## config.mk

```make
export PLATFORM = sky130hd
export DESIGN_NAME = dsle_top
export DESIGN_NICKNAME = d
export VERILOG_FILES = /design/src/include/dsle_pkg.sv /design/src/include/dsle_blink_if.sv /design/src/logic/dsle_blink.sv /design/src/logic/dsle_top.sv
export SDC_FILE = /design/constraint.sdc
export NUM_CORES = 1
export LEC_CHECK = 0
export BUFFER_PORTS_ARGS = -buffer_cell sky130_fd_sc_hd__buf_2
export CORE_ASPECT_RATIO = 0.6
export CORE_MARGIN = 2
export CORE_UTILIZATION = 40
export CTS_BUF_LIST = sky130_fd_sc_hd__clkbuf_16
export CTS_CLUSTER_SIZE = 12
export DETAILED_ROUTE_END_ITERATION = 10
export HOLD_SLACK_MARGIN = 0.02
export PLACE_DENSITY = 0.7
export SLEW_MARGIN = 25
export SYNTH_ARGS = -nofsm -noshare
export SYNTH_HDL_FRONTEND = slang
export SYNTH_HIERARCHICAL = 1
export SYNTH_SLANG_ARGS = --single-unit
```

## constraint.sdc

```tcl
create_clock -name clk_i -period 5.9 [get_ports clk_i]
set_clock_uncertainty 0.1 [all_clocks]
set_input_delay 1.18 -clock clk_i [delete_from_list [all_inputs] [get_ports clk_i]]
set_output_delay 1.18 -clock clk_i [all_outputs]
set_load 0.02 [all_outputs]
```

## src/include/dsle_pkg.sv

```systemverilog
// constants and types of the drive status lamp encoder
// assumes a 40 MHz system clock and a 32-bit classic wishbone register port
package dsle_pkg;

    // ----------------------------------------------------------------
    // timing
    // ----------------------------------------------------------------
    localparam int unsigned CLK_KHZ = 40000;
    localparam int unsigned LAMP_MS = 1000;
    localparam int unsigned QFLASH_MS = 1000;
    localparam int unsigned HOLD_MS = 2000;
    localparam int unsigned DIAG_MS = 2000;
    localparam int unsigned LAMP_CYC = LAMP_MS * CLK_KHZ;
    localparam int unsigned QFLASH_CYC = QFLASH_MS * CLK_KHZ;
    localparam int unsigned HOLD_CYC = HOLD_MS * CLK_KHZ;
    localparam int unsigned DIAG_CYC = DIAG_MS * CLK_KHZ;
    // blink divider: slow phase toggles every 2**(SLOW_BITS-1) cycles
    localparam int unsigned SLOW_BITS = 24;
    localparam int unsigned FAST_BITS = 21;
    localparam logic [2:0] REC_MAX = 3'h4;

    // ----------------------------------------------------------------
    // register map (byte addresses)
    // ----------------------------------------------------------------
    localparam logic [7:0] ADDR_CTRL = 8'h00;
    localparam logic [7:0] ADDR_FAULT = 8'h04;
    localparam logic [7:0] ADDR_STATUS = 8'h08;
    localparam logic [7:0] ADDR_ISTAT = 8'h0c;
    localparam logic [7:0] ADDR_IMASK = 8'h10;
    localparam logic [31:0] CTRL_RST = 32'h0000_0000;
    localparam logic [7:0] FAULT_RST = 8'h00;
    localparam logic [4:0] IMASK_RST = 5'h00;

    // control bit positions
    localparam int unsigned C_SELF_CHECK = 0;
    localparam int unsigned C_DIAG_CMD = 1;
    localparam int unsigned C_CLEAN_ADV = 2;
    localparam int unsigned C_CLEAN_ENF = 3;
    localparam int unsigned C_MOTION = 4;
    localparam int unsigned C_UNLOAD = 5;
    localparam int unsigned C_CART = 6;
    localparam int unsigned C_ATTN = 7;
    localparam int unsigned C_HARD_FAIL = 8;
    localparam int unsigned C_REC_START = 9;
    localparam int unsigned C_REC_OK = 10;
    localparam int unsigned CTRL_BITS = 11;

    // interrupt status bit positions
    localparam int unsigned I_FAIL = 0;
    localparam int unsigned I_DEAD = 1;
    localparam int unsigned I_ATTN = 2;
    localparam int unsigned I_DIAG = 3;
    localparam int unsigned I_ENF = 4;
    localparam int unsigned IRQ_BITS = 5;

    typedef enum logic [2:0] {
        ST_LAMP, ST_RUN, ST_FFLASH, ST_FCODE, ST_RFLASH1, ST_RHOLD, ST_RFLASH2, ST_RDEAD
    } dsle_state_t;

endpackage

```

## src/include/dsle_blink_if.sv

```systemverilog
// shared blink phases between the divider and the lamp encoder
// assumes both ends run on the same clock
`timescale 1ns/1ps
interface dsle_blink_if;
    logic slow_ph;
    logic fast_ph;
    logic slow_wrap;
    modport src (output slow_ph, output fast_ph, output slow_wrap);
    modport snk (input slow_ph, input fast_ph, input slow_wrap);
endinterface

```

## src/logic/dsle_blink.sv

```systemverilog
// one free running divider giving the slow and quick blink phases
// assumes synchronous active high reset on clk_i
`timescale 1ns/1ps
module dsle_blink #(
    parameter int unsigned SLOW_BITS = dsle_pkg::SLOW_BITS,
    parameter int unsigned FAST_BITS = dsle_pkg::FAST_BITS
) (
    input wire logic clk_i,
    input wire logic rst_i,
    dsle_blink_if.src bl
);
    if (FAST_BITS < 2 || FAST_BITS >= SLOW_BITS || SLOW_BITS > 31) begin : g_bad
        $error("dsle_blink: need 2 <= FAST_BITS < SLOW_BITS <= 31");
    end

    logic [SLOW_BITS-1:0] cnt_q;
    logic [SLOW_BITS-1:0] cnt_d;

    always_comb begin
        cnt_d = cnt_q + {{(SLOW_BITS-1){1'b0}}, 1'b1};
    end

    always_ff @(posedge clk_i) begin
        if (rst_i) begin
            cnt_q <= '0;
        end else begin
            cnt_q <= cnt_d;
        end
    end

    // both phases come from one counter so all flashing lamps stay in step
    assign bl.slow_ph = cnt_q[SLOW_BITS-1];
    assign bl.fast_ph = cnt_q[FAST_BITS-1];
    assign bl.slow_wrap = &cnt_q;
endmodule

```

## src/logic/dsle_top.sv

```systemverilog
// drive status lamp encoder: busy, clean and maintenance indicators
// assumes classic wishbone master on clk_i, synchronous active high reset
`timescale 1ns/1ps

module dsle_top #(
    parameter int unsigned LAMP_CYC = dsle_pkg::LAMP_CYC,
    parameter int unsigned QFLASH_CYC = dsle_pkg::QFLASH_CYC,
    parameter int unsigned HOLD_CYC = dsle_pkg::HOLD_CYC,
    parameter int unsigned DIAG_CYC = dsle_pkg::DIAG_CYC,
    parameter int unsigned SLOW_BITS = dsle_pkg::SLOW_BITS,
    parameter int unsigned FAST_BITS = dsle_pkg::FAST_BITS
) (
    input wire logic clk_i,
    input wire logic rst_i,
    input wire logic wb_cyc_i,
    input wire logic wb_stb_i,
    input wire logic wb_we_i,
    input wire logic [7:0] wb_adr_i,
    input wire logic [3:0] wb_sel_i,
    input wire logic [31:0] wb_dat_i,
    output logic [31:0] wb_dat_o,
    output logic wb_ack_o,
    output logic busy_led_o,
    output logic clean_led_o,
    output logic maint_led_o,
    output logic drive_inhibit_o,
    output logic irq_o
);
    if (LAMP_CYC == 0 || QFLASH_CYC == 0 || HOLD_CYC == 0 || DIAG_CYC == 0) begin : g_bad
        $error("dsle_top: every interval must be at least one cycle");
    end

    // ----------------------------------------------------------------
    // helpers
    // ----------------------------------------------------------------
    function automatic logic [31:0] wmerge(input logic [31:0] old, input logic [31:0] nw,
                                           input logic [3:0] sel);
        logic [31:0] r;
        r = old;
        for (int i = 0; i < 4; i++) begin
            if (sel[i]) begin
                r[i*8 +: 8] = nw[i*8 +: 8];
            end
        end
        return r;
    endfunction

    function automatic logic [31:0] tick(input logic [31:0] t);
        return (t > 32'h1) ? t - 32'h1 : 32'h0;
    endfunction

    // ----------------------------------------------------------------
    // blink source
    // ----------------------------------------------------------------
    dsle_blink_if bl ();

    dsle_blink #(
        .SLOW_BITS(SLOW_BITS),
        .FAST_BITS(FAST_BITS)
    ) u_blink (
        .clk_i(clk_i),
        .rst_i(rst_i),
        .bl(bl)
    );

    // ----------------------------------------------------------------
    // state
    // ----------------------------------------------------------------
    logic [dsle_pkg::CTRL_BITS-1:0] ctrl_q, ctrl_d;
    logic [7:0] fault_q, fault_d;
    logic [dsle_pkg::IRQ_BITS-1:0] istat_q, istat_d, imask_q, imask_d, ev;
    logic [31:0] dat_q, dat_d;
    logic ack_q, ack_d, irq_q, irq_d;
    dsle_pkg::dsle_state_t st_q, st_d;
    logic [31:0] tmr_q, tmr_d, diag_q, diag_d;
    logic [2:0] att_q, att_d;
    logic [1:0] idx_q, idx_d;
    logic rec_q, rec_d, enf_q, enf_d, cart_q, attn_q;
    logic busy_q, busy_d, clean_q, clean_d, maint_q, maint_d;
    logic acc, wr, rd, done, diag_on;
    logic [31:0] ctrl_w;

    assign done = (tmr_q <= 32'h1);
    assign diag_on = (diag_q != 32'h0) | ctrl_q[dsle_pkg::C_SELF_CHECK];

    // ----------------------------------------------------------------
    // wishbone slave and interrupt registers
    // ----------------------------------------------------------------
    always_comb begin
        acc = wb_cyc_i & wb_stb_i & ~ack_q;
        wr = acc & wb_we_i;
        rd = acc & ~wb_we_i;
        ctrl_w = wmerge({{(32-dsle_pkg::CTRL_BITS){1'b0}}, ctrl_q}, wb_dat_i, wb_sel_i);
        ctrl_d = ctrl_q;
        // command bits last one cycle
        ctrl_d[dsle_pkg::C_DIAG_CMD] = 1'b0;
        ctrl_d[dsle_pkg::C_REC_START] = 1'b0;
        fault_d = fault_q;
        imask_d = imask_q;
        istat_d = istat_q;
        dat_d = 32'h0;
        if (wr && wb_adr_i == dsle_pkg::ADDR_CTRL) begin
            ctrl_d = ctrl_w[dsle_pkg::CTRL_BITS-1:0];
        end
        if (wr && wb_adr_i == dsle_pkg::ADDR_FAULT && wb_sel_i[0]) begin
            fault_d = wb_dat_i[7:0];
        end
        if (wr && wb_adr_i == dsle_pkg::ADDR_IMASK && wb_sel_i[0]) begin
            imask_d = wb_dat_i[dsle_pkg::IRQ_BITS-1:0];
        end
        if (rd) begin
            case (wb_adr_i)
                dsle_pkg::ADDR_CTRL: dat_d = {{(32-dsle_pkg::CTRL_BITS){1'b0}}, ctrl_q};
                dsle_pkg::ADDR_FAULT: dat_d = {24'h0, fault_q};
                dsle_pkg::ADDR_STATUS: begin
                    dat_d = {21'h0, diag_on, enf_q, att_q, st_q, busy_q, clean_q, maint_q};
                end
                dsle_pkg::ADDR_ISTAT: begin
                    dat_d = {{(32-dsle_pkg::IRQ_BITS){1'b0}}, istat_q};
                    istat_d = '0;
                end
                dsle_pkg::ADDR_IMASK: dat_d = {{(32-dsle_pkg::IRQ_BITS){1'b0}}, imask_q};
                default: dat_d = 32'h0;
            endcase
        end
        // a new event wins over the clearing read
        istat_d = istat_d | ev;
        ack_d = acc;
        irq_d = |(istat_q & imask_q);
    end

    always_ff @(posedge clk_i) begin
        if (rst_i) begin
            ctrl_q <= dsle_pkg::CTRL_RST[dsle_pkg::CTRL_BITS-1:0];
            fault_q <= dsle_pkg::FAULT_RST;
            imask_q <= dsle_pkg::IMASK_RST;
            istat_q <= '0;
            dat_q <= 32'h0;
            ack_q <= 1'b0;
            irq_q <= 1'b0;
        end else begin
            ctrl_q <= ctrl_d;
            fault_q <= fault_d;
            imask_q <= imask_d;
            istat_q <= istat_d;
            dat_q <= dat_d;
            ack_q <= ack_d;
            irq_q <= irq_d;
        end
    end

    // ----------------------------------------------------------------
    // lamp sequencer
    // ----------------------------------------------------------------
    always_comb begin
        st_d = st_q;
        tmr_d = tick(tmr_q);
        diag_d = tick(diag_q);
        att_d = att_q;
        rec_d = rec_q;
        idx_d = bl.slow_wrap ? idx_q + 2'h1 : idx_q;
        ev = '0;
        // enforced cleaning holds until the cleaning cartridge leaves
        enf_d = (enf_q & ~(cart_q & ~ctrl_q[dsle_pkg::C_CART])) | ctrl_q[dsle_pkg::C_CLEAN_ENF];
        ev[dsle_pkg::I_ENF] = ctrl_q[dsle_pkg::C_CLEAN_ENF] & ~enf_q;
        ev[dsle_pkg::I_ATTN] = ctrl_q[dsle_pkg::C_ATTN] & ~attn_q;
        ev[dsle_pkg::I_DIAG] = (diag_q == 32'h1);
        if (ctrl_q[dsle_pkg::C_DIAG_CMD]) begin
            diag_d = DIAG_CYC;
        end
        busy_d = 1'b0;
        clean_d = 1'b0;
        maint_d = 1'b0;
        case (st_q)
            dsle_pkg::ST_LAMP: begin
                {busy_d, clean_d, maint_d} = 3'h7;
                if (done) begin
                    tmr_d = QFLASH_CYC;
                    if (rec_q) begin
                        st_d = dsle_pkg::ST_RFLASH1;
                    end else begin
                        st_d = dsle_pkg::ST_RUN;
                        diag_d = DIAG_CYC;
                    end
                end
            end
            dsle_pkg::ST_RUN: begin
                if (diag_on) begin
                    maint_d = bl.slow_ph;
                end else if (ctrl_q[dsle_pkg::C_CART]) begin
                    busy_d = bl.slow_ph;
                end else if (enf_q) begin
                    clean_d = 1'b1;
                end else if (ctrl_q[dsle_pkg::C_ATTN]) begin
                    {busy_d, clean_d} = 2'h3;
                end else if (ctrl_q[dsle_pkg::C_MOTION]) begin
                    busy_d = 1'b1;
                end else if (ctrl_q[dsle_pkg::C_UNLOAD]) begin
                    busy_d = bl.slow_ph;
                end else if (ctrl_q[dsle_pkg::C_CLEAN_ADV]) begin
                    clean_d = bl.slow_ph;
                end
                if (ctrl_q[dsle_pkg::C_HARD_FAIL]) begin
                    st_d = dsle_pkg::ST_FFLASH;
                    tmr_d = QFLASH_CYC;
                    ev[dsle_pkg::I_FAIL] = 1'b1;
                end
            end
            dsle_pkg::ST_FFLASH: begin
                {busy_d, clean_d, maint_d} = {3{bl.fast_ph}};
                if (done) begin
                    st_d = dsle_pkg::ST_FCODE;
                    idx_d = 2'h0;
                end
            end
            dsle_pkg::ST_FCODE: begin
                // two code bits per slow period, high pair first
                maint_d = 1'b1;
                busy_d = fault_q[{~idx_q, 1'b1}] & bl.slow_ph;
                clean_d = fault_q[{~idx_q, 1'b0}] & bl.slow_ph;
                if (!ctrl_q[dsle_pkg::C_HARD_FAIL]) begin
                    st_d = dsle_pkg::ST_RUN;
                end
            end
            dsle_pkg::ST_RFLASH1, dsle_pkg::ST_RFLASH2: begin
                {busy_d, clean_d, maint_d} = {3{bl.fast_ph}};
                if (done && st_q == dsle_pkg::ST_RFLASH1) begin
                    st_d = dsle_pkg::ST_RHOLD;
                    tmr_d = HOLD_CYC;
                end else if (done) begin
                    att_d = att_q + 3'h1;
                    tmr_d = QFLASH_CYC;
                    if (ctrl_q[dsle_pkg::C_REC_OK]) begin
                        st_d = dsle_pkg::ST_RUN;
                        rec_d = 1'b0;
                    end else if (att_q + 3'h1 >= dsle_pkg::REC_MAX) begin
                        st_d = dsle_pkg::ST_RDEAD;
                        ev[dsle_pkg::I_DEAD] = 1'b1;
                    end else begin
                        st_d = dsle_pkg::ST_RFLASH1;
                    end
                end
            end
            dsle_pkg::ST_RHOLD: begin
                {busy_d, clean_d, maint_d} = 3'h7;
                if (done) begin
                    st_d = dsle_pkg::ST_RFLASH2;
                    tmr_d = QFLASH_CYC;
                end
            end
            dsle_pkg::ST_RDEAD: begin
                {busy_d, clean_d, maint_d} = {3{bl.fast_ph}};
            end
            default: begin
                st_d = dsle_pkg::ST_RUN;
            end
        endcase
        // recovery start restarts with the lamp test; only reset leaves a dead drive
        if (ctrl_q[dsle_pkg::C_REC_START] && st_q != dsle_pkg::ST_RDEAD) begin
            st_d = dsle_pkg::ST_LAMP;
            tmr_d = LAMP_CYC;
            rec_d = 1'b1;
            att_d = 3'h0;
        end
    end

    always_ff @(posedge clk_i) begin
        if (rst_i) begin
            st_q <= dsle_pkg::ST_LAMP;
            tmr_q <= LAMP_CYC;
            diag_q <= 32'h0;
            att_q <= 3'h0;
            rec_q <= 1'b0;
            idx_q <= 2'h0;
            enf_q <= 1'b0;
            cart_q <= 1'b0;
            attn_q <= 1'b0;
            busy_q <= 1'b0;
            clean_q <= 1'b0;
            maint_q <= 1'b0;
        end else begin
            st_q <= st_d;
            tmr_q <= tmr_d;
            diag_q <= diag_d;
            att_q <= att_d;
            rec_q <= rec_d;
            idx_q <= idx_d;
            enf_q <= enf_d;
            cart_q <= ctrl_q[dsle_pkg::C_CART];
            attn_q <= ctrl_q[dsle_pkg::C_ATTN];
            busy_q <= busy_d;
            clean_q <= clean_d;
            maint_q <= maint_d;
        end
    end

    // ----------------------------------------------------------------
    // outputs
    // ----------------------------------------------------------------
    assign wb_dat_o = dat_q;
    assign wb_ack_o = ack_q;
    assign irq_o = irq_q;
    assign busy_led_o = busy_q;
    assign clean_led_o = clean_q;
    assign maint_led_o = maint_q;
    assign drive_inhibit_o = enf_q;
endmodule
```

After elaboration in Yosys (flattened, before gate mapping)
Cells that the tools add are included.
{"block": "op_classes", "n_reduce_logical": 28, "magnitude_cmp": 6, "n_eq_ne": 20, "n_bitwise": 24, "addsub": 5, "mux": 60}
{"op": "two-way mux 32 bit", "n": 9}
{"op": "one-hot mux 32 bit (3 select lines)", "n": 1}
{"op": "greater-than comparator 32 x 1 -> 1 bit (second input constant)", "n": 2}
{"op": "subtractor 32 x 1 -> 32 bit (second input constant)", "n": 2}
{"op": "one-hot mux 11 bit (5 select lines)", "n": 1}
{"op": "== test 32 x 1 -> 1 bit (second input constant)", "n": 1}
{"op": "less-or-equal comparator 32 x 1 -> 1 bit (second input constant)", "n": 1}
{"op": "nonzero test 32 bit", "n": 1}
{"op": "two-way mux 1 bit", "n": 28}
{"op": "two-way mux 3 bit", "n": 9}
{"op": "adder 24 x 1 -> 24 bit (second input constant)", "n": 1}
{"op": "AND reduction 24 bit", "n": 1}
{"op": "one-hot mux 3 bit (6 select lines)", "n": 1}
{"op": "== test 8 x 4 -> 1 bit (second input constant)", "n": 2}
{"op": "== test 3 bit (second input constant)", "n": 4}
{"op": "bitwise AND 1 bit", "n": 10}
{"op": "two-way mux 5 bit", "n": 2}
{"op": "inequality test 2 bit (second input constant)", "n": 5}
{"op": "OR reduction 2 bit", "n": 5}
{"op": "inverter 1 bit", "n": 9}
{"op": "== test 8 x 3 -> 1 bit (second input constant)", "n": 1}
{"op": "== test 8 x 5 -> 1 bit (second input constant)", "n": 1}
{"op": "zero test 8 bit", "n": 1}
{"op": "< comparator 3 x 4 -> 1 bit (second input constant)", "n": 2}
{"op": "other kinds (26)", "n": 43}
{"block": "totals", "out_inout_bits": 38, "regBits": 166}

Logic depth before layout (Yosys ltp)
Gate-level depths: netlist of run 1.
{"block": "depth", "word_depth": 8, "ltp_mapped": 9}

Hierarchy
Netlist of run 1, hierarchy kept.
{"mod": "dsle_top", "cells_each": 641, "n_inst": 1, "seq_area_each_um2": 2422.3, "area_each_um2": 5736.8}
{"mod": "dsle_blink", "cells_each": 124, "n_inst": 1, "seq_area_each_um2": 480.5, "area_each_um2": 1073.5}

Worst setup path after synthesis of run 1
OpenSTA, ideal clock, no wires.
{"block": "synth_path", "path_type": "input to register", "start": "in wb_adr_i[5]", "end": "reg fault_q[0]", "path_buffers": 1, "required_ps": 5672, "t_arrival_ps": 2750, "setup_time_ps": 128, "stages": 6, "path_slack_ps": 2922, "path_cell_list": "or3_1 > nor4b_2 > nor2b_1 > buf_2 > mux2i_1 > nor2_1"}
{"block": "synth_via", "elab_chain_len": 3}
{"element": "start: declaration", "line_no": "dsle_top.sv:18", "text": "input wire logic [7:0] wb_adr_i,"}
{"element": "== test 8 x 3 -> 1 bit", "line_no": "dsle_top.sv:105", "text": "if (wr && wb_adr_i == dsle_pkg::ADDR_FAULT && wb_sel_i[0]) begin"}
{"element": "logical AND 1 bit (2 in series)", "line_no": "dsle_top.sv:105"}
{"element": "end signal: assignment", "line_no": "dsle_top.sv:135", "text": "fault_q <= dsle_pkg::FAULT_RST;"}
{"element": "end signal: assignment", "line_no": "dsle_top.sv:143", "text": "fault_q <= fault_d;"}
{"element": "end: declaration", "line_no": "dsle_top.sv:70", "text": "logic [7:0] fault_q, fault_d;"}
No other way between the ends.
A chain may end at the register's enable or synchronous reset.

Worst setup path after layout of run 1
{"block": "layout_path", "start": "in wb_adr_i[5]", "end": "reg fault_q[6]"}
The elaborated chain is that of the path after synthesis.

==> impl_metrics.prom, run 1 <==
# TYPE chip_impl_metric gauge
chip_impl_info{name="status",value="completed"} 1
chip_impl_metric{name="layout.nets",unit=""} 853
chip_impl_info{name="post-synth-top-area-cell",value="sky130_fd_sc_hd__dfxtp_1"} 1
chip_impl_info{name="setup_repair_after_global_routing_missed_its_margin",value="no"} 1
chip_impl_metric{name="cts.path.max_buffers",unit=""} 2
chip_impl_metric{name="drtIter0Drc",unit=""} 472
chip_impl_metric{name="mappedNetlistArea",unit="mm²"} 0.00681
chip_impl_metric{name="syn_to_final_growth",unit="%"} 12.4
chip_impl_metric{name="first_pass_grt_wire_length",unit="mm"} 25.7
chip_impl_metric{name="drc",unit=""} 0
chip_impl_info{name="synth_most_common_cell",value="sky130_fd_sc_hd__dfxtp_1"} 1
chip_impl_metric{name="vias",unit=""} 5610
chip_impl_metric{name="clock_h_tree_levels",unit=""} 4
chip_impl_metric{name="die-width",unit="µm"} 172
chip_impl_metric{name="diodes",unit=""} 0
chip_impl_metric{name="post_drt_via_cell_ratio",unit=""} 5.40
chip_impl_metric{name="synth_cell_type_count",unit=""} 60
chip_impl_metric{name="number_of_global_route_vias_before_repair",unit=""} 4882
chip_impl_metric{name="setup-tns-final",unit="ns"} 0
chip_impl_metric{name="dp_hpwl",unit="mm"} 11.1
chip_impl_metric{name="cts-buffers-inserted",unit=""} 17
chip_impl_metric{name="layout_min_cycle_time",unit="ns"} 3.49
chip_impl_info{name="crit_path_end_kind",value="flip-flop"} 1
chip_impl_metric{name="gp_congestion",unit=""} 0.850
chip_impl_info{name="hold_class",value="reg -> reg"} 1
chip_impl_metric{name="required",unit="ns"} 6.07
chip_impl_metric{name="arrival",unit="ns"} 3.66
chip_impl_metric{name="die_height",unit="µm"} 105
chip_impl_metric{name="ctsResizeCount",unit=""} 0
chip_impl_metric{name="clkLatencyLatePin",unit="ns"} 0.41
chip_impl_metric{name="p_leak",unit="µW"} 0.00269
chip_impl_metric{name="ys_warn_count",unit=""} 6
chip_impl_metric{name="final-setup-viol-count",unit=""} 0
chip_impl_metric{name="core_area",unit="mm²"} 0.0164
chip_impl_metric{name="synth_cells",unit=""} 765
chip_impl_metric{name="max_cap_viol_count",unit=""} 0
chip_impl_metric{name="dpl-instance-area",unit="mm²"} 0.00710
chip_impl_info{name="ctsRootBufferMaster",value="sky130_fd_sc_hd__clkbuf_16"} 1
chip_impl_metric{name="grt_residual_overflow",unit=""} 0
chip_impl_metric{name="layoutNonFillerInstCount",unit=""} 1038
chip_impl_metric{name="row_count",unit=""} 36
chip_impl_info{name="crit_path_start_kind",value="primary input"} 1
chip_impl_metric{name="post_route_cells_drive_above_1_share",unit="%"} 11.5
chip_impl_metric{name="asyncSetResetFlopFracSynth",unit="%"} 0
chip_impl_metric{name="wirelength",unit="mm"} 15.8
chip_impl_metric{name="synth_seq_area_share",unit="%"} 42.6
chip_impl_metric{name="power-per-cell-area",unit="mW/mm²"} 402
chip_impl_metric{name="syn-mean-instance-area",unit="µm²"} 8.90
chip_impl_metric{name="fp.dieArea",unit="mm²"} 0.0181
chip_impl_metric{name="hold_viol",unit=""} 0
chip_impl_metric{name="worstMarginPinSlew",unit="ns"} 0.987
chip_impl_metric{name="buffer_ports.inserted",unit=""} 42
chip_impl_metric{name="synth-seq-cells",unit=""} 145
chip_impl_metric{name="synth_top_cell_area_share",unit="%"} 42.6
chip_impl_info{name="tritoncts",value="yes"} 1
chip_impl_metric{name="finalCritPeriodShare",unit="%"} 59.2
chip_impl_metric{name="initial_standard_cell_utilization_of_the_core",unit="%"} 41.4
chip_impl_metric{name="clkSlewWorstSetupHoldPaths",unit="ns"} 0.06
chip_impl_metric{name="met3WireLength",unit="mm"} 1.17
chip_impl_metric{name="route.layer.met1.wl",unit="mm"} 8.48
chip_impl_info{name="synth_ff_type",value="sky130_fd_sc_hd__dfxtp_1"} 1
chip_impl_metric{name="postCtsHoldBufs",unit=""} 0
chip_impl_metric{name="cts_setup_buffers",unit=""} 0
chip_impl_metric{name="grt_antenna_before_repair",unit=""} 0
chip_impl_metric{name="firstDrtPassIters",unit=""} 6
chip_impl_info{name="synth.cells.most_frequent",value="sky130_fd_sc_hd__dfxtp_1 (145), sky130_fd_sc_hd__nor2_1 (113), sky130_fd_sc_hd__xnor2_1 (51)"} 1
chip_impl_metric{name="dp_cells",unit=""} 1006
chip_impl_metric{name="synth-edff-count",unit=""} 0
chip_impl_info{name="top_layer_used",value="met4"} 1
chip_impl_info{name="synth_area_leaders",value="sky130_fd_sc_hd__dfxtp_1 (43%), sky130_fd_sc_hd__xnor2_1 (6.6%), sky130_fd_sc_hd__nor2_1 (6.2%), sky130_fd_sc_hd__a21oi_1 (3.0%), sky130_fd_sc_hd__nor4_1 (2.9%)"} 1
chip_impl_metric{name="vdd_ir_drop_max",unit="mV"} 0.225
chip_impl_metric{name="grt_util_all_layers",unit="%"} 17.8
chip_impl_metric{name="layout.core_utilization",unit="%"} 46.5
chip_impl_metric{name="final.hold.worst_slack",unit="ns"} 0.373
chip_impl_info{name="setup.worst_path.class",value="in -> reg"} 1
chip_impl_metric{name="final_std_cell_area_no_fill",unit="mm²"} 0.00765
chip_impl_metric{name="cts.sinks",unit=""} 145
chip_impl_metric{name="grt_start_max_net_pins",unit=""} 40
chip_impl_metric{name="path_max_fanout",unit=""} 9
chip_impl_metric{name="route.antenna.remaining_nets",unit=""} 0
chip_impl_metric{name="slew_violations",unit=""} 0
chip_impl_metric{name="slew-limit-headroom",unit="%"} 34.1
chip_impl_metric{name="number_of_ports_placed_on_the_die_boundary",unit=""} 87
chip_impl_metric{name="fmax",unit="GHz"} 0.287
chip_impl_metric{name="routed_met2_length",unit="mm"} 6.01
chip_impl_metric{name="routed_wire_length_per_instance",unit="µm"} 15.3
chip_impl_metric{name="rrSetupSlack",unit="ns"} 2.43
-- power by group --
group / internal (µW) / total (µW) / switching (µW)
Combinational: 329 / 836 / 506
Sequential: 1100 / 1220 / 121
Clock: 583 / 1020 / 438
-- state kept, by name (all words and copies together) (netlist names), 2 cells and up --
register,flops
imask_q,5
diag_q,32
wb_dat_o,11
ctrl_q,11
fault_q,8
tmr_q,32
att_q,3
idx_q,2
istat_q,5
st_q,3
u_blink/cnt_q,24
-- routing by layer --
layer / GRT usage, % / vias up
li1: - / 2787
met2: 22.6 / 221
met4: 5.46 / 0
met3: 4.24 / 21
met1: 28.7 / 2581
met5: 0 / -
-- final timing paths --
| check | end | cells after the start | from |
|---|---|---|---|
| worst max register to register | diag_q[29]$_SDFF_PP0_ | 5 | diag_q[5]$_SDFF_PP0_ |
| worst min register to register | u_blink/cnt_q[0]$_SDFF_PP0_ | 1 | u_blink/cnt_q[0]$_SDFF_PP0_ |
| worst min-delay path | u_blink/cnt_q[0]$_SDFF_PP0_ | 1 | u_blink/cnt_q[0]$_SDFF_PP0_ |
| worst max-delay path | fault_q[6]$_SDFFE_PP0P_ | 6 | wb_adr_i[5] |
-- layout by cell type (no fill, tap or decap), drive strengths merged, types with 3 or more instances in the layout --
master	instances
nand2	35
buf	48
nand3	22
conb	21
o31ai	9
clkinv	6
o21ai	39
clkbuf	17
mux2i	19
o32ai	3
nor3b	4
inv	18
nor4b	4
xnor2	51
nand3b	4
nor3	20
nor2b	8
and4	6
nand2b	8
o41ai	3
xor2	21
nand4	17
dfxtp	145
nor2	113
and3	4
a22oi	10
a21oi	41
ha	7
or3	18
or4	16
nor4	35
and3b	3
or2	3
a222oi	9
-- metrics by stage --
| step | power (µW) | setup slack [ns] |
|---|---|---|
| 2_1_floorplan | 1910 | 2.92 |
| 3_3_place_gp | 2040 | 2.14 |
| 3_5_place_dp | 2050 | 2.09 |
| 4_1_cts | 3080 | 2.43 |
| 5_1_grt | 3240 | 2.25 |
| 6_report | 3080 | 2.41 |
-- area by class of cell --
cell class                 instances  area [µm²]
clock buffer                      17         425
clock inverter                    15         130
fill                            1564        8790
inverter                          12        45.0
multi-input combinational        573        3610
sequential                       145        2900
tap                              228         285
timing repair buffer              48         255
-- cell families (layout without fill, tap and decap cells) --
kind of cell | count (synthesis) | after routing | share of synthesized area (%)
simple gates | 328 | 328 | 26.2
compound gates | 124 | 124 | 11.6
mux | 21 | 21 | 3.45
xor+xnor | 72 | 72 | 9.26
fa+ha+maj | 7 | 7 | 1.29
other cells | 1 | 21 | 0.0551
buf+inv | 67 | 92 | 5.49
flops | 145 | 145 | 42.6
-- critical path, stage by stage --
cell and delay [ns]:
sky130_fd_sc_hd__buf_2 0.10, sky130_fd_sc_hd__or3_1 0.40, sky130_fd_sc_hd__nor4b_2 0.76, sky130_fd_sc_hd__nor2b_1 0.87, sky130_fd_sc_hd__mux2i_1 0.28, sky130_fd_sc_hd__nor2_1 0.06
Note: power is estimated with default switching activity, not from simulation.
==> inputs of run 2 (changes only) <==
==> constraint.sdc (replaced) <==
create_clock -name clk_i -period 3.4 [get_ports clk_i]
set_clock_uncertainty 0.1 [all_clocks]
set_input_delay 0.68 -clock clk_i [delete_from_list [all_inputs] [get_ports clk_i]]
set_output_delay 0.68 -clock clk_i [all_outputs]
set_load 0.02 [all_outputs]
==> run 2 against run 1 <==
Against the previous run:
- clock power rose by 88%
- largest power group unchanged
- via count grew 2.6%
- combinational power rose by 84%
- critical path type is now reg -> reg
- largest cell class unchanged
==> impl_metrics.prom, run 2 (synthesized netlist as in run 1, its figures left out) <==
# TYPE chip_impl_metric gauge
chip_impl_metric{name="first_pass_grt_wire_length",unit="mm"} 27.1
chip_impl_info{name="crit_path_end_kind",value="flip-flop"} 1
chip_impl_metric{name="layout_min_cycle_time",unit="ns"} 2.88
chip_impl_metric{name="p_comb_share",unit="%"} 27.5
chip_impl_metric{name="setup-tns-final",unit="ns"} 0
chip_impl_metric{name="path_max_fanout",unit=""} 24
chip_impl_metric{name="slew_violations",unit=""} 0
chip_impl_metric{name="post_drt_via_cell_ratio",unit=""} 5.49
chip_impl_metric{name="power-per-cell-area",unit="mW/mm²"} 717
chip_impl_info{name="setup.worst_path.class",value="reg -> reg"} 1
chip_impl_metric{name="required",unit="ns"} 3.58
chip_impl_metric{name="clock_h_tree_levels",unit=""} 4
chip_impl_info{name="critical_path_cell_by_cell",value="or3_1 -> or4_4 -> nor4_4 -> or2_0 -> buf_4 -> o21ai_0"} 1
chip_impl_info{name="ctsRootBufferMaster",value="sky130_fd_sc_hd__clkbuf_16"} 1
chip_impl_metric{name="layout.nets",unit=""} 863
chip_impl_metric{name="post_route_cells_drive_above_1_share",unit="%"} 12.8
chip_impl_metric{name="grt_util_all_layers",unit="%"} 18.7
chip_impl_info{name="layout_common_cells",value="sky130_fd_sc_hd__dfxtp_1 (145), sky130_fd_sc_hd__nor2_1 (113), sky130_fd_sc_hd__xnor2_1 (51)"} 1
chip_impl_info{name="setup_repair_after_global_routing_missed_its_margin",value="no"} 1
chip_impl_metric{name="firstDrtPassIters",unit=""} 8
chip_impl_metric{name="buffer_ports.inserted",unit=""} 42
chip_impl_metric{name="intPower",unit="µW"} 3700
chip_impl_metric{name="cts_setup_buffers",unit=""} 0
chip_impl_metric{name="routed_wire_length_per_instance",unit="µm"} 15.6
chip_impl_metric{name="syn_to_final_growth",unit="%"} 14.4
chip_impl_info{name="crit_path_start_kind",value="flip-flop"} 1
chip_impl_metric{name="grt_antenna_before_repair",unit=""} 0
chip_impl_metric{name="swShare",unit="%"} 33.7
chip_impl_metric{name="die_height",unit="µm"} 105
chip_impl_metric{name="gp_congestion",unit=""} 0.856
chip_impl_info{name="hold_class",value="reg -> reg"} 1
chip_impl_metric{name="slew-limit-headroom",unit="%"} 42.2
chip_impl_metric{name="initial_standard_cell_utilization_of_the_core",unit="%"} 41.4
chip_impl_metric{name="dp_hpwl",unit="mm"} 11.4
chip_impl_metric{name="max_stage_delay",unit="ns"} 0.68
chip_impl_metric{name="grt_residual_overflow",unit=""} 0
chip_impl_metric{name="number_of_ports_placed_on_the_die_boundary",unit=""} 87
chip_impl_metric{name="cts.sinks",unit=""} 145
chip_impl_metric{name="row_count",unit=""} 36
chip_impl_metric{name="cts.path.max_buffers",unit=""} 2
chip_impl_metric{name="dp_cells",unit=""} 1016
chip_impl_metric{name="final-setup-viol-count",unit=""} 0
chip_impl_metric{name="layout.core_utilization",unit="%"} 47.4
chip_impl_info{name="slowest_stage",value="sky130_fd_sc_hd__or4_4"} 1
chip_impl_metric{name="postCtsHoldBufs",unit=""} 0
chip_impl_metric{name="vias",unit=""} 5755
chip_impl_metric{name="worstMarginPinSlew",unit="ns"} 0.858
chip_impl_metric{name="ctsResizeCount",unit=""} 0
chip_impl_metric{name="hold_viol",unit=""} 0
chip_impl_metric{name="vdd_ir_drop_max",unit="mV"} 0.367
chip_impl_metric{name="dpl-instance-area",unit="mm²"} 0.00718
chip_impl_metric{name="drtIter0Drc",unit=""} 495
chip_impl_metric{name="p_leak",unit="µW"} 0.00278
chip_impl_metric{name="number_of_global_route_vias_before_repair",unit=""} 5161
chip_impl_metric{name="diodes",unit=""} 0
chip_impl_metric{name="cts-buffers-inserted",unit=""} 17
chip_impl_info{name="reg.largest.list",value="diag_q: 32 flops, tmr_q: 32 flops, u_blink/cnt_q: 24 flops"} 1
chip_impl_metric{name="max_cap_viol_count",unit=""} 0
chip_impl_metric{name="drc",unit=""} 0
chip_impl_metric{name="grt_start_max_net_pins",unit=""} 26
chip_impl_info{name="tritoncts",value="yes"} 1
chip_impl_info{name="mostFrequentLayoutCell",value="sky130_fd_sc_hd__dfxtp_1"} 1
chip_impl_metric{name="pwr-share-clk",unit="%"} 34.5
chip_impl_metric{name="core_area",unit="mm²"} 0.0164
chip_impl_metric{name="seq_power_share",unit="%"} 38.0
chip_impl_metric{name="fp.dieArea",unit="mm²"} 0.0181
chip_impl_metric{name="route.antenna.remaining_nets",unit=""} 0
chip_impl_info{name="status",value="completed"} 1
chip_impl_metric{name="final_std_cell_area_no_fill",unit="mm²"} 0.00779
chip_impl_metric{name="arrival",unit="ns"} 3.06
chip_impl_metric{name="clkSlewWorstSetupHoldPaths",unit="ns"} 0.06
chip_impl_metric{name="wirelength",unit="mm"} 16.4
chip_impl_metric{name="power.net_switching",unit="µW"} 1880
chip_impl_metric{name="finalCritPeriodShare",unit="%"} 84.7
chip_impl_metric{name="fmax",unit="GHz"} 0.347
chip_impl_metric{name="die-width",unit="µm"} 172
chip_impl_metric{name="layoutNonFillerInstCount",unit=""} 1048
chip_impl_metric{name="clkLatencyLatePin",unit="ns"} 0.42
-- run 2: changes by cell type in the layout (fill, tap and decap cells not counted), sizes merged --
| cell | before | now |
|---|---|---|
| bufinv | 1 | 3 |
| buf | 48 | 58 |
| clkinv | 6 | 4 |
-- run 2: cell type report --
class / instances / area (µm²)
inverters: 12 / 45.0
flip-flops and latches: 145 / 2900
well taps: 228 / 285
multi-input cells: 573 / 3610
fillers: 1559 / 8650
clock buffers: 17 / 425
clock inverters: 15 / 183
repair buffers: 58 / 343
-- run 2: worst paths after layout --
kind	start	endpoint	slack, ns	cells after the start
max	tmr_q[5]$_SDFF_PP0_	tmr_q[15]$_SDFF_PP0_	0.52	6
min	u_blink/cnt_q[0]$_SDFF_PP0_	u_blink/cnt_q[0]$_SDFF_PP0_	0.37	1
max reg2reg	tmr_q[5]$_SDFF_PP0_	tmr_q[15]$_SDFF_PP0_	0.52	6
min reg2reg	u_blink/cnt_q[0]$_SDFF_PP0_	u_blink/cnt_q[0]$_SDFF_PP0_	0.37	1
-- run 2: stage by stage --
step	hold WS [ns]	power (µW)	setup slack, ns
after floorplan	0.326	3320	0.905
after CTS	0.372	5590	0.562
after detailed placement	0.358	3650	0.574
after global routing	0.399	5880	0.344
after global placement	0.348	3610	0.625
final	0.370	5580	0.519
-- run 2: per-layer routing --
layer  up-vias  GRT usage (%)  share of wire [%]
met2       236           24.1                 39
met1      2700           29.3                 51
li1       2800              -                  -
met3        19           5.27                9.1
met5         -              0                  0
met4         0           5.58                1.1
-- run 2: critical path: cells and delay by family, from the launching register on --
kind | cells | cell delay, ns
simple gates | 4 | 1.87
flops | 1 | 0.34
buf+inv | 1 | 0.28
compound gates | 1 | 0.15
-- run 2: power groups by stage --
stage | Clock, µW | Combinational [µW] | Sequential, µW
floorplan | 0 | 1220 | 2100
global placement | 0 | 1460 | 2140
detailed placement | 0 | 1500 | 2150
CTS | 1950 | 1520 | 2120
global route | 2030 | 1700 | 2150
finish | 1920 | 1540 | 2120
==> inputs of run 3 (changes only) <==
--- a/config.mk
+++ b/config.mk
@@ -5,6 +5,7 @@
 export SDC_FILE = /design/constraint.sdc
 export NUM_CORES = 1
 export LEC_CHECK = 0
+export ABC_AREA = 1
 export BUFFER_PORTS_ARGS = -buffer_cell sky130_fd_sc_hd__buf_2
 export CORE_ASPECT_RATIO = 0.6
 export CORE_MARGIN = 2
@@ -13,7 +14,7 @@
 export CTS_CLUSTER_SIZE = 12
 export DETAILED_ROUTE_END_ITERATION = 10
 export HOLD_SLACK_MARGIN = 0.02
-export PLACE_DENSITY = 0.7
+export PLACE_DENSITY = 0.69
 export SLEW_MARGIN = 25
 export SYNTH_ARGS = -nofsm -noshare
 export SYNTH_HDL_FRONTEND = slang
==> constraint.sdc (replaced) <==
create_clock -name clk_i -period 3 [get_ports clk_i]
set_clock_uncertainty 0.1 [all_clocks]
set_input_delay 0.6 -clock clk_i [delete_from_list [all_inputs] [get_ports clk_i]]
set_output_delay 0.6 -clock clk_i [all_outputs]
set_load 0.02 [all_outputs]
==> run 3 against run 2 <==
Against the previous run:
- worst hold slack lost 0.023 ns
- via count up 16%
- utilization fell by 1.1 points
- wire length increased by 11%
- die area grew 8.1%
- largest cell class unchanged
- combinational power is 5% higher
==> impl_metrics.prom, run 3 <==
# TYPE chip_impl_metric gauge
chip_impl_metric{name="layout_min_cycle_time",unit="ns"} 2.26
chip_impl_metric{name="path_max_fanout",unit=""} 4
chip_impl_metric{name="post_drt_via_cell_ratio",unit=""} 4.96
chip_impl_metric{name="diodes",unit=""} 0
chip_impl_metric{name="max_stage_delay",unit="ns"} 0.37
chip_impl_metric{name="clkSlewWorstSetupHoldPaths",unit="ns"} 0.07
chip_impl_metric{name="slew_violations",unit=""} 0
chip_impl_metric{name="clock_h_tree_levels",unit=""} 4
chip_impl_metric{name="pwr-share-clk",unit="%"} 36.2
chip_impl_metric{name="synth-edff-count",unit=""} 0
chip_impl_metric{name="vdd_ir_drop_max",unit="mV"} 0.312
chip_impl_metric{name="drc",unit=""} 0
chip_impl_info{name="mostFrequentLayoutCell",value="sky130_fd_sc_hd__nor2_1"} 1
chip_impl_metric{name="fp.dieArea",unit="mm²"} 0.0196
chip_impl_metric{name="required",unit="ns"} 3.20
chip_impl_metric{name="cts_setup_buffers",unit=""} 0
chip_impl_info{name="synth_most_common_cell",value="sky130_fd_sc_hd__nor2_1"} 1
chip_impl_info{name="slowest_stage",value="sky130_fd_sc_hd__nor2_1"} 1
chip_impl_metric{name="firstDrtPassIters",unit=""} 5
chip_impl_metric{name="route.antenna.remaining_nets",unit=""} 0
chip_impl_metric{name="grt_start_max_net_pins",unit=""} 30
chip_impl_metric{name="hold_viol",unit=""} 0
chip_impl_metric{name="dp_hpwl",unit="mm"} 13.7
chip_impl_metric{name="die_height",unit="µm"} 109
chip_impl_metric{name="power-per-cell-area",unit="mW/mm²"} 733
chip_impl_metric{name="power.net_switching",unit="µW"} 2120
chip_impl_metric{name="dp_cells",unit=""} 1312
chip_impl_metric{name="routed_wire_length_per_instance",unit="µm"} 13.6
chip_impl_info{name="timing.critical_path.max_delay_family",value="simple AND/OR/NAND/NOR gates"} 1
chip_impl_metric{name="rrSetupSlack",unit="ns"} 0.74
chip_impl_info{name="status",value="completed"} 1
chip_impl_info{name="synth_area_leaders",value="sky130_fd_sc_hd__dfxtp_1 (39%), sky130_fd_sc_hd__nor2_1 (11%), sky130_fd_sc_hd__nand2_1 (8.6%), sky130_fd_sc_hd__inv_1 (5.6%), sky130_fd_sc_hd__a21oi_1 (4.5%)"} 1
chip_impl_metric{name="clkLatencyLatePin",unit="ns"} 0.43
chip_impl_metric{name="synth-seq-cells",unit=""} 145
chip_impl_metric{name="mappedNetlistArea",unit="mm²"} 0.00738
chip_impl_metric{name="buffer_ports.inserted",unit=""} 42
chip_impl_info{name="synth.cells.most_frequent",value="sky130_fd_sc_hd__nor2_1 (215), sky130_fd_sc_hd__nand2_1 (170), sky130_fd_sc_hd__dfxtp_1 (145)"} 1
chip_impl_info{name="setup_repair_after_global_routing_missed_its_margin",value="no"} 1
chip_impl_metric{name="swShare",unit="%"} 34.6
chip_impl_metric{name="gp_congestion",unit=""} 0.905
chip_impl_metric{name="core_area",unit="mm²"} 0.0181
chip_impl_metric{name="worstMarginPinSlew",unit="ns"} 0.627
chip_impl_info{name="hold_class",value="reg -> reg"} 1
chip_impl_metric{name="finalCritPeriodShare",unit="%"} 75.4
chip_impl_metric{name="cts.path.max_buffers",unit=""} 2
chip_impl_metric{name="row_count",unit=""} 38
chip_impl_info{name="synth_ff_type",value="sky130_fd_sc_hd__dfxtp_1"} 1
chip_impl_metric{name="arrival",unit="ns"} 2.46
chip_impl_metric{name="synth_cells",unit=""} 1040
chip_impl_metric{name="p_leak",unit="µW"} 0.00358
chip_impl_metric{name="path_buf_inv",unit=""} 1
chip_impl_metric{name="intPower",unit="µW"} 4010
chip_impl_info{name="crit_path_end_kind",value="flip-flop"} 1
chip_impl_metric{name="syn_to_final_growth",unit="%"} 13.4
chip_impl_metric{name="synth_cell_type_count",unit=""} 49
chip_impl_info{name="post-synth-top-area-cell",value="sky130_fd_sc_hd__dfxtp_1"} 1
chip_impl_metric{name="finalWorstSetupSlack",unit="ns"} 0.739
chip_impl_metric{name="post_route_cells_drive_above_1_share",unit="%"} 12.3
chip_impl_metric{name="drtIter0Drc",unit=""} 869
chip_impl_metric{name="cts.sinks",unit=""} 145
chip_impl_metric{name="postCtsHoldBufs",unit=""} 0
chip_impl_info{name="tritoncts",value="yes"} 1
chip_impl_metric{name="seq_power_share",unit="%"} 37.3
chip_impl_metric{name="grt_antenna_before_repair",unit=""} 0
chip_impl_metric{name="final-setup-viol-count",unit=""} 0
chip_impl_info{name="layout_common_cells",value="sky130_fd_sc_hd__nor2_1 (215), sky130_fd_sc_hd__nand2_1 (170), sky130_fd_sc_hd__dfxtp_1 (145)"} 1
chip_impl_metric{name="ctsResizeCount",unit=""} 0
chip_impl_info{name="hold_end",value="tmr_q[0]$_SDFF_PP0_"} 1
chip_impl_metric{name="grt_util_all_layers",unit="%"} 19.8
chip_impl_metric{name="grt_residual_overflow",unit=""} 0
chip_impl_metric{name="dp_slack",unit="ns"} 0.727
chip_impl_metric{name="layout.core_utilization",unit="%"} 46.3
chip_impl_metric{name="p_comb_share",unit="%"} 26.5
chip_impl_metric{name="cts-buffers-inserted",unit=""} 17
chip_impl_info{name="cpMostUsedCell",value="sky130_fd_sc_hd__nor2_1"} 1
chip_impl_metric{name="first_pass_grt_wire_length",unit="mm"} 30.2
chip_impl_info{name="reg.largest.list",value="diag_q: 32 flops, tmr_q: 32 flops, u_blink/cnt_q: 24 flops"} 1
chip_impl_metric{name="worstHoldPathCells",unit=""} 1
chip_impl_metric{name="wirelength",unit="mm"} 18.2
chip_impl_metric{name="synth_top_cell_area_share",unit="%"} 39.3
chip_impl_info{name="crit_path_start_kind",value="flip-flop"} 1
chip_impl_metric{name="initial_standard_cell_utilization_of_the_core",unit="%"} 40.8
chip_impl_metric{name="setup-tns-final",unit="ns"} 0
chip_impl_metric{name="die-width",unit="µm"} 179
chip_impl_metric{name="synth_seq_area_share",unit="%"} 39.3
chip_impl_metric{name="layoutNonFillerInstCount",unit=""} 1343
chip_impl_info{name="critical_path_cell_by_cell",value="nor2_1 -> nand2_1 -> nor2_1 -> nand3_1 -> nor2_1 -> o211ai_1 -> inv_1 -> o21ai_0"} 1
chip_impl_metric{name="vias",unit=""} 6660
chip_impl_metric{name="number_of_ports_placed_on_the_die_boundary",unit=""} 87
chip_impl_info{name="setup.worst_path.class",value="reg -> reg"} 1
chip_impl_metric{name="max_cap_viol_count",unit=""} 0
chip_impl_metric{name="slew-limit-headroom",unit="%"} 57.9
chip_impl_metric{name="fmax",unit="GHz"} 0.442
chip_impl_metric{name="syn-mean-instance-area",unit="µm²"} 7.10
chip_impl_metric{name="layout.nets",unit=""} 1147
chip_impl_info{name="worst_r2r_endpoint",value="tmr_q[11]$_SDFF_PP1_"} 1
chip_impl_metric{name="ys_warn_count",unit=""} 6
chip_impl_info{name="hold_path_startpoint",value="tmr_q[0]$_SDFF_PP0_"} 1
chip_impl_metric{name="number_of_global_route_vias_before_repair",unit=""} 6045
chip_impl_metric{name="asyncSetResetFlopFracSynth",unit="%"} 0
chip_impl_info{name="ctsRootBufferMaster",value="sky130_fd_sc_hd__clkbuf_16"} 1
chip_impl_metric{name="reg2reg_depth",unit=""} 8
chip_impl_info{name="critical_path.reg2reg.startpoint",value="tmr_q[8]$_SDFF_PP0_"} 1
[run 3: how the worst max path moves through the flow]
stage	startpoint	to	slack, ns	depth (start not counted)
5_1_grt	tmr_q[8]$_SDFF_PP0_	tmr_q[21]$_SDFF_PP1_	0.56	8
6_report	tmr_q[8]$_SDFF_PP0_	tmr_q[11]$_SDFF_PP1_	0.74	8
4_1_cts	tmr_q[8]$_SDFF_PP0_	tmr_q[11]$_SDFF_PP1_	0.86	8
3_5_place_dp	wb_adr_i[1]	istat_q[0]$_SDFF_PP0_	0.73	7
2_1_floorplan	wb_adr_i[7]	fault_q[6]$_SDFFE_PP0P_	1.09	9
3_3_place_gp	wb_adr_i[1]	istat_q[2]$_SDFF_PP0_	0.77	7
[run 3: cell type report]
class                   count  area [µm²]
repair buffers             45         233
well taps                 240         300
clock buffers              17         425
clock inverters            14         179
inverters                 114         428
flip-flops and latches    145        2900
fillers                  1800        9700
multi-input cells         768        3900
[run 3: power by group through the flow]
stage | sequential [µW] | clock (µW) | combinational (µW)
floorplan | 2290 | 0 | 1320
global placement | 2320 | 0 | 1570
detailed placement | 2320 | 0 | 1590
CTS | 2280 | 2270 | 1610
global route | 2310 | 2350 | 1840
finish | 2290 | 2220 | 1620
[run 3: cells by family (layout without fill, tap and decap cells)]
family	after synthesis	in the layout	synth area share (%)
xor gates and xnor gates	55	55	6.53
AOI/OAI and AO/OA	155	155	11.5
muxes	1	1	0.136
DFF	145	145	39.3
and+or+nand+nor	529	529	32.5
adders and majority gates	7	7	1.19
other	1	21	0.0508
buffers and inverters	147	190	8.82
[run 3: stage by stage]
step	hold slack (ns)	area, µm²	power [µW]
3_5_place_dp	0.339	7760	3910
2_1_floorplan	0.317	7450	3600
4_1_cts	0.347	8370	6160
3_3_place_gp	0.328	7760	3890
6_report	0.347	8370	6130
5_1_grt	0.370	8370	6500
[run 3: routing by layer]
| metal | wire [µm] | share of wire [%] | global-route usage [%] |
|---|---|---|---|
| met5 | 0 | 0 | 0 |
| met4 | 184 | 1.0 | 4.95 |
| met3 | 1660 | 9.1 | 5.61 |
| met2 | 6780 | 37 | 26.9 |
| met1 | 9620 | 53 | 30.0 |
